==> config.mk <==
export PLATFORM = sky130hd
export DESIGN_NAME = dsrsf_top
export DESIGN_NICKNAME = d
export VERILOG_FILES = /design/src/hdl/dsrsf_pkg.sv /design/src/hdl/dsrsf_drive_if.sv /design/src/hdl/dsrsf_sync.sv /design/src/hdl/dsrsf_top.sv
export VERILOG_INCLUDE_DIRS = /design/src /design/src/hdl
export SDC_FILE = /design/constraint.sdc
export NUM_CORES = 1
export LEC_CHECK = 0
export ABC_AREA = 1
export BUFFER_PORTS_ARGS = -buffer_cell sky130_fd_sc_hd__buf_2
export CAP_MARGIN = 20
export CORE_UTILIZATION = 48
export DETAILED_ROUTE_END_ITERATION = 8
export PLACE_DENSITY = 0.81
export SLEW_MARGIN = 20
export SYNTH_ARGS = -nofsm -noshare
export SYNTH_HDL_FRONTEND = slang
export SYNTH_SLANG_ARGS = --single-unit
==> constraint.sdc <==
create_clock -name clk_sys -period 1.4 [get_ports clk_sys]
set_clock_uncertainty 0.1 [all_clocks]
set_input_delay 0.14 -clock clk_sys [delete_from_list [all_inputs] [get_ports clk_sys]]
set_output_delay 0.14 -clock clk_sys [all_outputs]
set_load 0.02 [all_outputs]
==> src/hdl/dsrsf_map.svh <==
// constants of the diskette result status flags block
`ifndef DSRSF_MAP_SVH
`define DSRSF_MAP_SVH

// result status byte 1 bit positions
`define DSRSF_B1_END_CYL    3'h7
`define DSRSF_B1_DATA_ERR   3'h5
`define DSRSF_B1_OVERRUN    3'h4
`define DSRSF_B1_NO_DATA    3'h2
`define DSRSF_B1_NOT_WR     3'h1
`define DSRSF_B1_MISS_AM    3'h0

// result status byte 2 bit positions
`define DSRSF_B2_CTRL_MARK  3'h6
`define DSRSF_B2_DATA_FLD   3'h5
`define DSRSF_B2_WRONG_CYL  3'h4
`define DSRSF_B2_SCAN_HIT   3'h3
`define DSRSF_B2_SCAN_NOT   3'h2
`define DSRSF_B2_BAD_CYL    3'h1
`define DSRSF_B2_MISS_DM    3'h0

// drive state status byte bit positions
`define DSRSF_B3_FAULT      3'h7
`define DSRSF_B3_WPROT      3'h6
`define DSRSF_B3_READY      3'h5
`define DSRSF_B3_TRACK0     3'h4
`define DSRSF_B3_TWO_SIDE   3'h3
`define DSRSF_B3_HEAD       3'h2

// byte reset value and the all-ones cylinder code
`define DSRSF_BYTE_RESET    8'h00
`define DSRSF_CYL_BAD       8'hff

// command select codes
`define DSRSF_CMD_RD_TRACK  5'h02
`define DSRSF_CMD_WRITE     5'h05
`define DSRSF_CMD_READ      5'h06
`define DSRSF_CMD_WR_DEL    5'h09
`define DSRSF_CMD_READ_ID   5'h0a
`define DSRSF_CMD_RD_DEL    5'h0c
`define DSRSF_CMD_FORMAT    5'h0d
`define DSRSF_CMD_SCAN_EQ   5'h11
`define DSRSF_CMD_SCAN_LE   5'h19
`define DSRSF_CMD_SCAN_HE   5'h1d

// status byte selection on the read port
`define DSRSF_SEL_RESULT1   2'h0
`define DSRSF_SEL_RESULT2   2'h1
`define DSRSF_SEL_DRIVE     2'h2

`endif

==> src/hdl/dsrsf_pkg.sv <==
// types of the diskette result status flags block
package dsrsf_pkg;

  typedef enum logic {
    DSRSF_IDLE,
    DSRSF_EXEC
  } dsrsf_phase_t;

  typedef logic [7:0] dsrsf_byte_t;

endpackage

==> src/hdl/dsrsf_drive_if.sv <==
// synchronised drive sense lines between the flag modules
`timescale 1ns/1ps
interface dsrsf_drive_if;
  logic fault;
  logic writeProtect;
  logic ready;
  logic track0;
  logic twoSide;

  modport src
  (
    output fault,
    output writeProtect,
    output ready,
    output track0,
    output twoSide
  );

  modport dst
  (
    input fault,
    input writeProtect,
    input ready,
    input track0,
    input twoSide
  );
endinterface

==> src/hdl/dsrsf_sync.sv <==
// two-stage synchroniser for the drive sense pins
`timescale 1ns/1ps
module dsrsf_sync
#(
  parameter int WIDTH = 5
)
(
  input  wire logic             clk_sys,
  input  wire logic             arst_n,
  input  wire logic [WIDTH-1:0] pinIn,
  dsrsf_drive_if.src            drv
);

  logic [WIDTH-1:0] stage1_reg;
  logic [WIDTH-1:0] stage2_reg;

  genvar gi;
  generate
    for (gi = 0; gi < WIDTH; gi++)
    begin : g_bit
      // first stage feeds only the second
      always_ff @(posedge clk_sys or negedge arst_n)
      begin
        if (!arst_n)
        begin
          stage1_reg[gi] <= 1'b0;
          stage2_reg[gi] <= 1'b0;
        end
        else
        begin
          stage1_reg[gi] <= pinIn[gi];
          stage2_reg[gi] <= stage1_reg[gi];
        end
      end
    end
  endgenerate

  assign drv.fault        = stage2_reg[0];
  assign drv.writeProtect = stage2_reg[1];
  assign drv.ready        = stage2_reg[2];
  assign drv.track0       = stage2_reg[3];
  assign drv.twoSide      = stage2_reg[4];

endmodule

==> src/hdl/dsrsf_top.sv <==
// result and drive state status bytes of the diskette controller
`timescale 1ns/1ps
`include "dsrsf_map.svh"
module dsrsf_top
(
  input  wire logic       clk_sys,
  input  wire logic       arst_n,
  input  wire logic       drvFaultPin,
  input  wire logic       drvWriteProtectPin,
  input  wire logic       drvReadyPin,
  input  wire logic       drvTrack0Pin,
  input  wire logic       drvTwoSidePin,
  input  wire logic       cmdStart,
  input  wire logic       cmdDone,
  input  wire logic [4:0] cmdCode,
  input  wire logic       selHead,
  input  wire logic [1:0] selUnit,
  input  wire logic       nonDmaMode,
  input  wire logic       evSectorPastEnd,
  input  wire logic       evIdCrcError,
  input  wire logic       evDataCrcError,
  input  wire logic       evServiceMissed,
  input  wire logic       evSectorNotFound,
  input  wire logic       evIdNotRead,
  input  wire logic       evIndexTwiceNoId,
  input  wire logic       evDataMarkMissing,
  input  wire logic       evDeletedMark,
  input  wire logic       evIdValid,
  input  wire logic [7:0] idCylinder,
  input  wire logic [7:0] presentCylinder,
  input  wire logic       evScanEqual,
  input  wire logic       evScanNotMet,
  input  wire logic       statusRdEn,
  input  wire logic [1:0] statusRdSel,
  output logic      [7:0] statusRdData,
  output logic            cmdActive
);

  ////////////////////////////////////////////////////////////////////////////
  // command class decoding

  function automatic logic isScan(input logic [4:0] code);
    isScan = (code == `DSRSF_CMD_SCAN_EQ) || (code == `DSRSF_CMD_SCAN_LE) ||
             (code == `DSRSF_CMD_SCAN_HE);
  endfunction

  function automatic logic isRead(input logic [4:0] code);
    isRead = (code == `DSRSF_CMD_READ) || (code == `DSRSF_CMD_RD_DEL);
  endfunction

  function automatic logic isWriteClass(input logic [4:0] code);
    isWriteClass = (code == `DSRSF_CMD_WRITE) || (code == `DSRSF_CMD_WR_DEL) ||
                   (code == `DSRSF_CMD_FORMAT);
  endfunction

  ////////////////////////////////////////////////////////////////////////////
  // drive pins, synchronised before use

  dsrsf_drive_if drv ();

  dsrsf_sync #(
    .WIDTH (5)
  ) u_sync (
    .clk_sys (clk_sys),
    .arst_n  (arst_n),
    .pinIn   ({drvTwoSidePin, drvTrack0Pin, drvReadyPin, drvWriteProtectPin,
               drvFaultPin}),
    .drv     (drv)
  );

  ////////////////////////////////////////////////////////////////////////////
  // command phase

  dsrsf_pkg::dsrsf_phase_t phase_reg;
  dsrsf_pkg::dsrsf_phase_t phase_next;
  logic [4:0]              code_reg;

  always_comb
  begin
    phase_next = phase_reg;
    case (phase_reg)
      dsrsf_pkg::DSRSF_IDLE:
        if (cmdStart)
          phase_next = dsrsf_pkg::DSRSF_EXEC;
      dsrsf_pkg::DSRSF_EXEC:
        if (cmdDone && !cmdStart)
          phase_next = dsrsf_pkg::DSRSF_IDLE;
      default:
        phase_next = dsrsf_pkg::DSRSF_IDLE;
    endcase
  end

  always_ff @(posedge clk_sys or negedge arst_n)
  begin
    if (!arst_n)
    begin
      phase_reg <= dsrsf_pkg::DSRSF_IDLE;
      code_reg  <= 5'h00;
    end
    else
    begin
      phase_reg <= phase_next;
      if (cmdStart)
        code_reg <= cmdCode;
    end
  end

  // events outside a command are dropped; they have no command to qualify them
  wire        inExec   = (phase_reg == dsrsf_pkg::DSRSF_EXEC);
  wire        cScan    = isScan(code_reg);
  wire        cRead    = isRead(code_reg);
  wire        cWrite   = isWriteClass(code_reg);
  wire        cRdTrack = (code_reg == `DSRSF_CMD_RD_TRACK);
  wire        cReadId  = (code_reg == `DSRSF_CMD_READ_ID);
  wire        cSector  = cRead || cScan || (code_reg == `DSRSF_CMD_WR_DEL);
  wire        cylDiff  = evIdValid && (idCylinder != presentCylinder);

  assign cmdActive = inExec;

  ////////////////////////////////////////////////////////////////////////////
  // set terms of result status byte 1

  wire setEndCyl  = inExec && evSectorPastEnd;
  wire setDataErr = inExec && (evIdCrcError || evDataCrcError);
  wire setOverrun = inExec && nonDmaMode && evServiceMissed;
  wire setNoData  = inExec && ((cSector && evSectorNotFound) ||
                               (cReadId && evIdNotRead) ||
                               (cRdTrack && evSectorNotFound));
  wire setNotWr   = inExec && cWrite && drv.writeProtect;
  // a missing data mark counts under any command, not only plain reads
  wire setMissAm  = inExec && (evIndexTwiceNoId ||
                               evDataMarkMissing);

  ////////////////////////////////////////////////////////////////////////////
  // set terms of result status byte 2

  wire setCtrlMark = inExec && (cRead || cScan) && evDeletedMark;
  wire setDataFld  = inExec && evDataCrcError;
  wire setWrongCyl = inExec && cylDiff;
  wire setBadCyl   = inExec && cylDiff && (idCylinder == `DSRSF_CYL_BAD);
  wire setScanHit  = inExec && cScan && evScanEqual;
  wire setScanNot  = inExec && cScan && evScanNotMet;
  wire setMissDm   = setMissAm;

  logic [7:0] set1;
  logic [7:0] set2;

  // unused positions have no set term and stay zero
  always_comb
  begin
    set1                     = `DSRSF_BYTE_RESET;
    set1[`DSRSF_B1_END_CYL]  = setEndCyl;
    set1[`DSRSF_B1_DATA_ERR] = setDataErr;
    set1[`DSRSF_B1_OVERRUN]  = setOverrun;
    set1[`DSRSF_B1_NO_DATA]  = setNoData;
    set1[`DSRSF_B1_NOT_WR]   = setNotWr;
    set1[`DSRSF_B1_MISS_AM]  = setMissAm;
    set2                      = `DSRSF_BYTE_RESET;
    set2[`DSRSF_B2_CTRL_MARK] = setCtrlMark;
    set2[`DSRSF_B2_DATA_FLD]  = setDataFld;
    set2[`DSRSF_B2_WRONG_CYL] = setWrongCyl;
    set2[`DSRSF_B2_SCAN_HIT]  = setScanHit;
    set2[`DSRSF_B2_SCAN_NOT]  = setScanNot;
    set2[`DSRSF_B2_BAD_CYL]   = setBadCyl;
    set2[`DSRSF_B2_MISS_DM]   = setMissDm;
  end

  ////////////////////////////////////////////////////////////////////////////
  // sticky flags, cleared by a new command; a set in the same cycle wins

  dsrsf_pkg::dsrsf_byte_t result1_reg;
  dsrsf_pkg::dsrsf_byte_t result2_reg;

  wire [7:0] result1Next = (cmdStart ? `DSRSF_BYTE_RESET : result1_reg) | set1;
  wire [7:0] result2Next = (cmdStart ? `DSRSF_BYTE_RESET : result2_reg) | set2;

  always_ff @(posedge clk_sys or negedge arst_n)
  begin
    if (!arst_n)
    begin
      result1_reg <= `DSRSF_BYTE_RESET;
      result2_reg <= `DSRSF_BYTE_RESET;
    end
    else
    begin
      result1_reg <= result1Next;
      result2_reg <= result2Next;
    end
  end

  ////////////////////////////////////////////////////////////////////////////
  // drive state byte, live from the synchronised pins and the unsynchronised head and unit selects

  logic [7:0] driveState;

  always_comb
  begin
    driveState                     = `DSRSF_BYTE_RESET;
    driveState[`DSRSF_B3_FAULT]    = drv.fault;
    driveState[`DSRSF_B3_WPROT]    = drv.writeProtect;
    driveState[`DSRSF_B3_READY]    = drv.ready;
    driveState[`DSRSF_B3_TRACK0]   = drv.track0;
    driveState[`DSRSF_B3_TWO_SIDE] = drv.twoSide;
    driveState[`DSRSF_B3_HEAD]     = selHead;
    driveState[1:0]                = selUnit;
  end

  ////////////////////////////////////////////////////////////////////////////
  // read port; the byte is captured so it holds steady for the host

  wire [7:0] rdMux = (statusRdSel == `DSRSF_SEL_RESULT1) ? result1_reg :
                     (statusRdSel == `DSRSF_SEL_RESULT2) ? result2_reg :
                     (statusRdSel == `DSRSF_SEL_DRIVE)   ? driveState  :
                     `DSRSF_BYTE_RESET;

  logic [7:0] rdData_reg;

  always_ff @(posedge clk_sys or negedge arst_n)
  begin
    if (!arst_n)
      rdData_reg <= `DSRSF_BYTE_RESET;
    else if (statusRdEn)
      rdData_reg <= rdMux;
  end

  assign statusRdData = rdData_reg;

endmodule

# == Word level (Yosys, flattened, before mapping) ==
# Cells that the tools add are included.
# totals
register_bits,40
inputBits,49
out_inout_bits,9
word_cells,74
# classes
eq_ne,14
muxes,8
n_bitwise,3
reduce_logical,34
# ops
cell,count
two-way mux 8 bit,5
logical AND 1 bit,21
"equality test 5 x 4 -> 1 bit, second input constant",4
"equality test 5 bit, second input constant",3
logical OR 1 bit,11
"equality test 5 x 3 -> 1 bit, second input constant",2
"equality test 8 bit, second input constant",1
!= test 8 bit,1
bitwise OR 8 x 7 -> 8 bit,1
bitwise OR 8 bit,1
"equality test 5 x 2 -> 1 bit, second input constant",1
"equality test 2 x 1 -> 1 bit, second input constant",1
"equality test 2 bit, second input constant",1
logical NOT 2 bit,1
two-way mux 1 bit,2
one-hot mux 1 bit (2 select lines),1
logical NOT 1 bit,1
NOT 1 bit,1

# == Longest topological paths before layout ==
# logic_depth
ltp_word,10
mapped_depth,10
mapped_depth_nobuf,10

# == Cells and area by module ==
# From an unflattened synthesis, not the netlist that was laid out.
# hier_totals
cells_unflattened,175
area_unflattened_um2,1609.0
# modules_own_cells
mod,instances,cells_per_inst,area_each_um2,seq_area_each_um2
dsrsf_top,1,165,1358.8,675.6
dsrsf_sync,1,10,250.2,250.2

# == Worst setup path before layout ==
# Ideal clock, no wire load.
# synth_path
path_type,reg-to-reg
from,register code_reg[3]
to,register result1_reg[2]
setup_time_ns,0.116
t_arrival_ns,0.899
t_required_ns,1.184
path_slack_ns,0.284
stages_incl_launch_ff,11
path_buffers,0
period_less_slack_ns,1.116
path_cell_list,dfrtp_1 > inv_2 > nand2_1 > nand2_1 > nor2_2 > nor2_2 > nand2_1 > nand2_1 > nand2_1 > nand2_1 > nand2_1
# synth_between
elab_chain_len,10
elab_cells_between_ends,20
classes_between,eq/ne (8); bitwise (1); reduce/logical (11)
# synth_lines
item,line_no,rtl
"start, declared",dsrsf_top.sv:76,logic [4:0] code_reg;
"start signal, assigned",dsrsf_top.sv:104,code_reg <= cmdCode;
equality test 5 bit (no line),--,
logical OR 1 bit (2 in series),dsrsf_top.sv:43,isScan = (code == `DSRSF_CMD_SCAN_EQ) || (code == `DSRSF_CMD_SCAN_LE) ||
logical OR 1 bit (2 in series),dsrsf_top.sv:115,wire cSector = cRead || cScan || (code_reg == `DSRSF_CMD_WR_DEL);
logical AND 1 bit,dsrsf_top.sv:126,wire setNoData = inExec && ((cSector && evSectorNotFound) ||
logical OR 1 bit,dsrsf_top.sv:126,
logical OR 1 bit *,dsrsf_top.sv:127,(cReadId && evIdNotRead) ||
logical AND 1 bit *,dsrsf_top.sv:126,
bitwise OR 8 bit *,dsrsf_top.sv:174,wire [7:0] result1Next = (cmdStart ? `DSRSF_BYTE_RESET : result1_reg) | set1;
via result1Next[2],dsrsf_top.sv:174,
"end signal, assigned",dsrsf_top.sv:181,result1_reg <= `DSRSF_BYTE_RESET;
"end signal, assigned",dsrsf_top.sv:186,result1_reg <= result1Next;
"end, declared",dsrsf_top.sv:171,dsrsf_pkg::dsrsf_byte_t result1_reg;
# Mark *: on every way through the listed nets, which the timed path passes. The rest lies on a longest branch.
# A chain may end at the register's enable or synchronous reset.

# == Final worst setup path ==
# layout_path
from,register phase_reg (netlist: cmdActive)
to,output port cmdActive
# layout_lines
item,line_no,rtl
"start, declared",dsrsf_top.sv:74,dsrsf_pkg::dsrsf_phase_t phase_reg;
"start signal, assigned",dsrsf_top.sv:97,phase_reg <= dsrsf_pkg::DSRSF_IDLE;
"start signal, assigned",dsrsf_top.sv:102,phase_reg <= phase_next;
"end, declared",dsrsf_top.sv:36,output logic cmdActive
# No word-level cell between the ends.

==> results.tsv <==
stage	metric	value	unit
pwr	p_sw	624.4	uW
sta	post-route-period-util	94.23	%
pwr	p_int	1.541	mW
routing	drt_iter0_drc	58	
worst_setup_path	cp_top_family	flip-flops	
worst_setup_path	end_kind	primary output	
sta	max_freq	758.0	MHz
die	fp.dieH	59.67	um
cells_and_area	nNetsFinal	314	
logic_synthesis	synth_top_area_share	57.99	%
die	start_util	51.45	%
routing	via_count	1472	
sta	tightest_slew	0.4501	ns
die	fp.coreArea	0.003103	sq mm
global_routing	grtUsageMet1	28.45	%
sta	period_needed	1.319	ns
place	place_inst	276	
worst_setup_path	r2r-start	code_reg[1]$_DFFE_PN0P_	
global_routing	grt_max_degree	20	
clock_tree	cts.path.max_buffers	2	
worst_setup_path	cpMaxStageDelayCell	dfrtp_1	
worst_setup_path	critPathLaunchType	flop	
cells_and_area	syn_to_final_growth	41.61	%
logic_synthesis	ys_seq_elements	37	
routing	wl	3649	um
routing	dr.pass1.iters	4	
flow_run	cap_violations	0	
global_routing	grt_pass1_wl	6058	um
outcome	status	completed	
global_routing	top_usage_layer	met2	
sta	fin_ws	0.08080	ns
cells_and_area	fillers	261	
pwr	switching_share	28.83	%
worst_setup_path	crit_required	1.16	ns
die	die_w	59.67	um
place	port_buffers	57	
sta	setup_violations	0	
pwr	seqPwrFrac	55.7	%
place	hpwl	2517	um
logic_synthesis	synth.avg_cell_area	9.123	sq um
sta	hold_violations	0	
place	gp_congestion	0.9624	
worst_setup_path	path_class	flop to primary output	
logic_synthesis	synth_top_area_cell	dfrtp_1	
pwr	clkPwrFrac	25.0	%
global_routing	grt_overflow	0	
clock_tree	cts_sinks	37	
clock_tree	cts_resized	0	
global_routing	grt_util_met2	42.06	%
clock_tree	clkTransAtPathRegs	0.12	ns
sta	setup_tns	0	ns
routing	drt.antenna.violating_nets	0	
logic_synthesis	synthDistinctLibCells	21	
logic_synthesis	yosysSeqAreaShare	57.99	%
routing	drc	0	
cells_and_area	drive_gt1_share	30.45	%
global_routing	antenna_found_initial	0	
sta	timing.slew.headroom	69.96	%
die	dieArea	0.003561	sq mm
cells_and_area	diodes	0	
worst_setup_path	slowest_delay	0.51	ns
worst_setup_path	critPathMaxFanout	9	
sta	drv_slew	0	
routing	vias_per_cell	4.748	
cells_and_area	largest_reg_flops	8	
worst_setup_path	worst-path-buf-inv	1	
routing	routedWlPerCell	11.77	um
sta	timing.hold.ws	0.03466	ns
clock_tree	cts_root_buffer	clkbuf_4	
cells_and_area	fin_cells	310	
sta	grt_setup_unrepaired	no	
logic_synthesis	synthCells	175	
global_routing	grt_use_total	23.61	%
clock_tree	clk_latency	0.34	ns
place	place_ws	0.2170	ns
min_path	worstHoldPathType	input port to flop	
die	fp-row-count	20	
pwr	comb_power_share	19.3	%
logic_synthesis	ys_warn_count	0	
pwr	vdd_ir_drop_max	0.0006505	V
clock_tree	cts_tree	done	
logic_synthesis	synth_area	0.001597	sq mm
die	io_pins	58	
pwr	power_density	957.9	mW/mm^2
worst_setup_path	path_cells	buf_2	
worst_setup_path	crit_path_start	cmdActive$_DFF_PN0_	
clock_tree	htree_levels	2	
global_routing	grt_use_met3	4.545	%
logic_synthesis	synth_nets	224	
pwr	power_leakage	1.125	nW
logic_synthesis	ys_top_cells_by_area	dfrtp_1 (58%), nand2_1 (14%), xnor2_1 (3.8%)	
min_path	hp-start	statusRdSel[0]	
worst_setup_path	cp.arrival	1.08	ns
clock_tree	numCtsBuffers	5	
global_routing	grt_pass1_vias	1459	
cells in the mapped netlist:
library cell / n
a21oi_1: 3
a22o_1: 1
a31oi_1: 2
a32o_1: 3
a41oi_1: 4
buf_2: 2
buf_4: 1
clkbuf_1: 1
dfrtp_1: 37
inv_1: 9
inv_2: 4
nand2_1: 59
nand3_1: 5
nand4_1: 3
nor2_1: 13
nor2_2: 6
nor2_4: 1
o21ai_0: 12
o41ai_1: 1
or2_2: 1
xnor2_1: 7
per-stage QoR:
step / total power, mW / util, % / cell area, sq um
after detailed placement: 1.586 / 62.70 / 1946
final: 2.166 / 72.86 / 2261
after global placement: 1.577 / 62.70 / 1946
after global routing: 2.273 / 72.86 / 2261
after floorplan: 1.415 / - / 1597
after CTS: 2.176 / 72.86 / 2261
placed cells by master (no fill, tap or decap), types with 3 or more instances in the layout:
master	instances
nor2_1	13
dfrtp_1	37
a21oi_1	3
dlygate4sd3_1	26
a41oi_1	4
inv_1	9
nand2_1	59
nor2_2	6
o21ai_0	12
nand4_1	3
buf_2	57
xnor2_1	7
buf_4	4
clkbuf_4	5
inv_2	4
a32o_1	3
nand3_1	5
cells by family after synthesis:
| family | after synthesis | share of synthesized area, % |
|---|---|---|
| buf+inv | 17 | 4.388 |
| simple gates | 88 | 23.12 |
| compound gates | 26 | 10.66 |
| flops | 37 | 57.99 |
| xor+xnor | 7 | 3.840 |
final timing paths:
check	to	slack, ns	depth (start not counted)
max in group asynchronous	result2_reg[4]$_DFF_PN0_	0.56	3
hold reg to reg	u_sync.drv.writeProtect$_DFF_PN0_	0.26	0
setup / recovery	cmdActive	0.08	1
hold / removal	statusRdData[7]$_DFFE_PN0P_	0.03	4
min in group asynchronous	statusRdData[2]$_DFFE_PN0P_	0.14	2
setup reg to reg	result1_reg[2]$_DFF_PN0_	0.19	9
final cells by class:
class                      instances  area (sq um)  area share (%)
clock inverter                     3         17.52          0.7748
clock buffer                       5         37.54           1.660
sequential                        37         925.9           40.95
tap                               44         55.05           2.435
timing repair buffer              87         575.6           25.46
multi-input combinational        121         600.6           26.56
inverter                          13         48.80           2.158
what timing repair did:
item / 4_1_cts / 5_1_grt
endpoints found under the hold margin: 61 / 0
setup buffers: 0 / 0
hold buffers: 26 / 0
power by group through the flow:
stage          registers, mW  logic, mW  clock network (mW)
6_report                1.21      0.418               0.542
5_1_grt                 1.22      0.467               0.591
4_1_cts                 1.20      0.417               0.555
3_5_place_dp            1.23      0.360                   0
3_3_place_gp            1.22      0.354                   0
2_1_floorplan           1.25      0.167                   0
routing by layer:
layer,wire [um],up-vias
met5,0,-
met4,56,0
met3,173,7
met2,1785,43
met1,1633,668
li1,-,754
(Power assumes the default switching activity.)
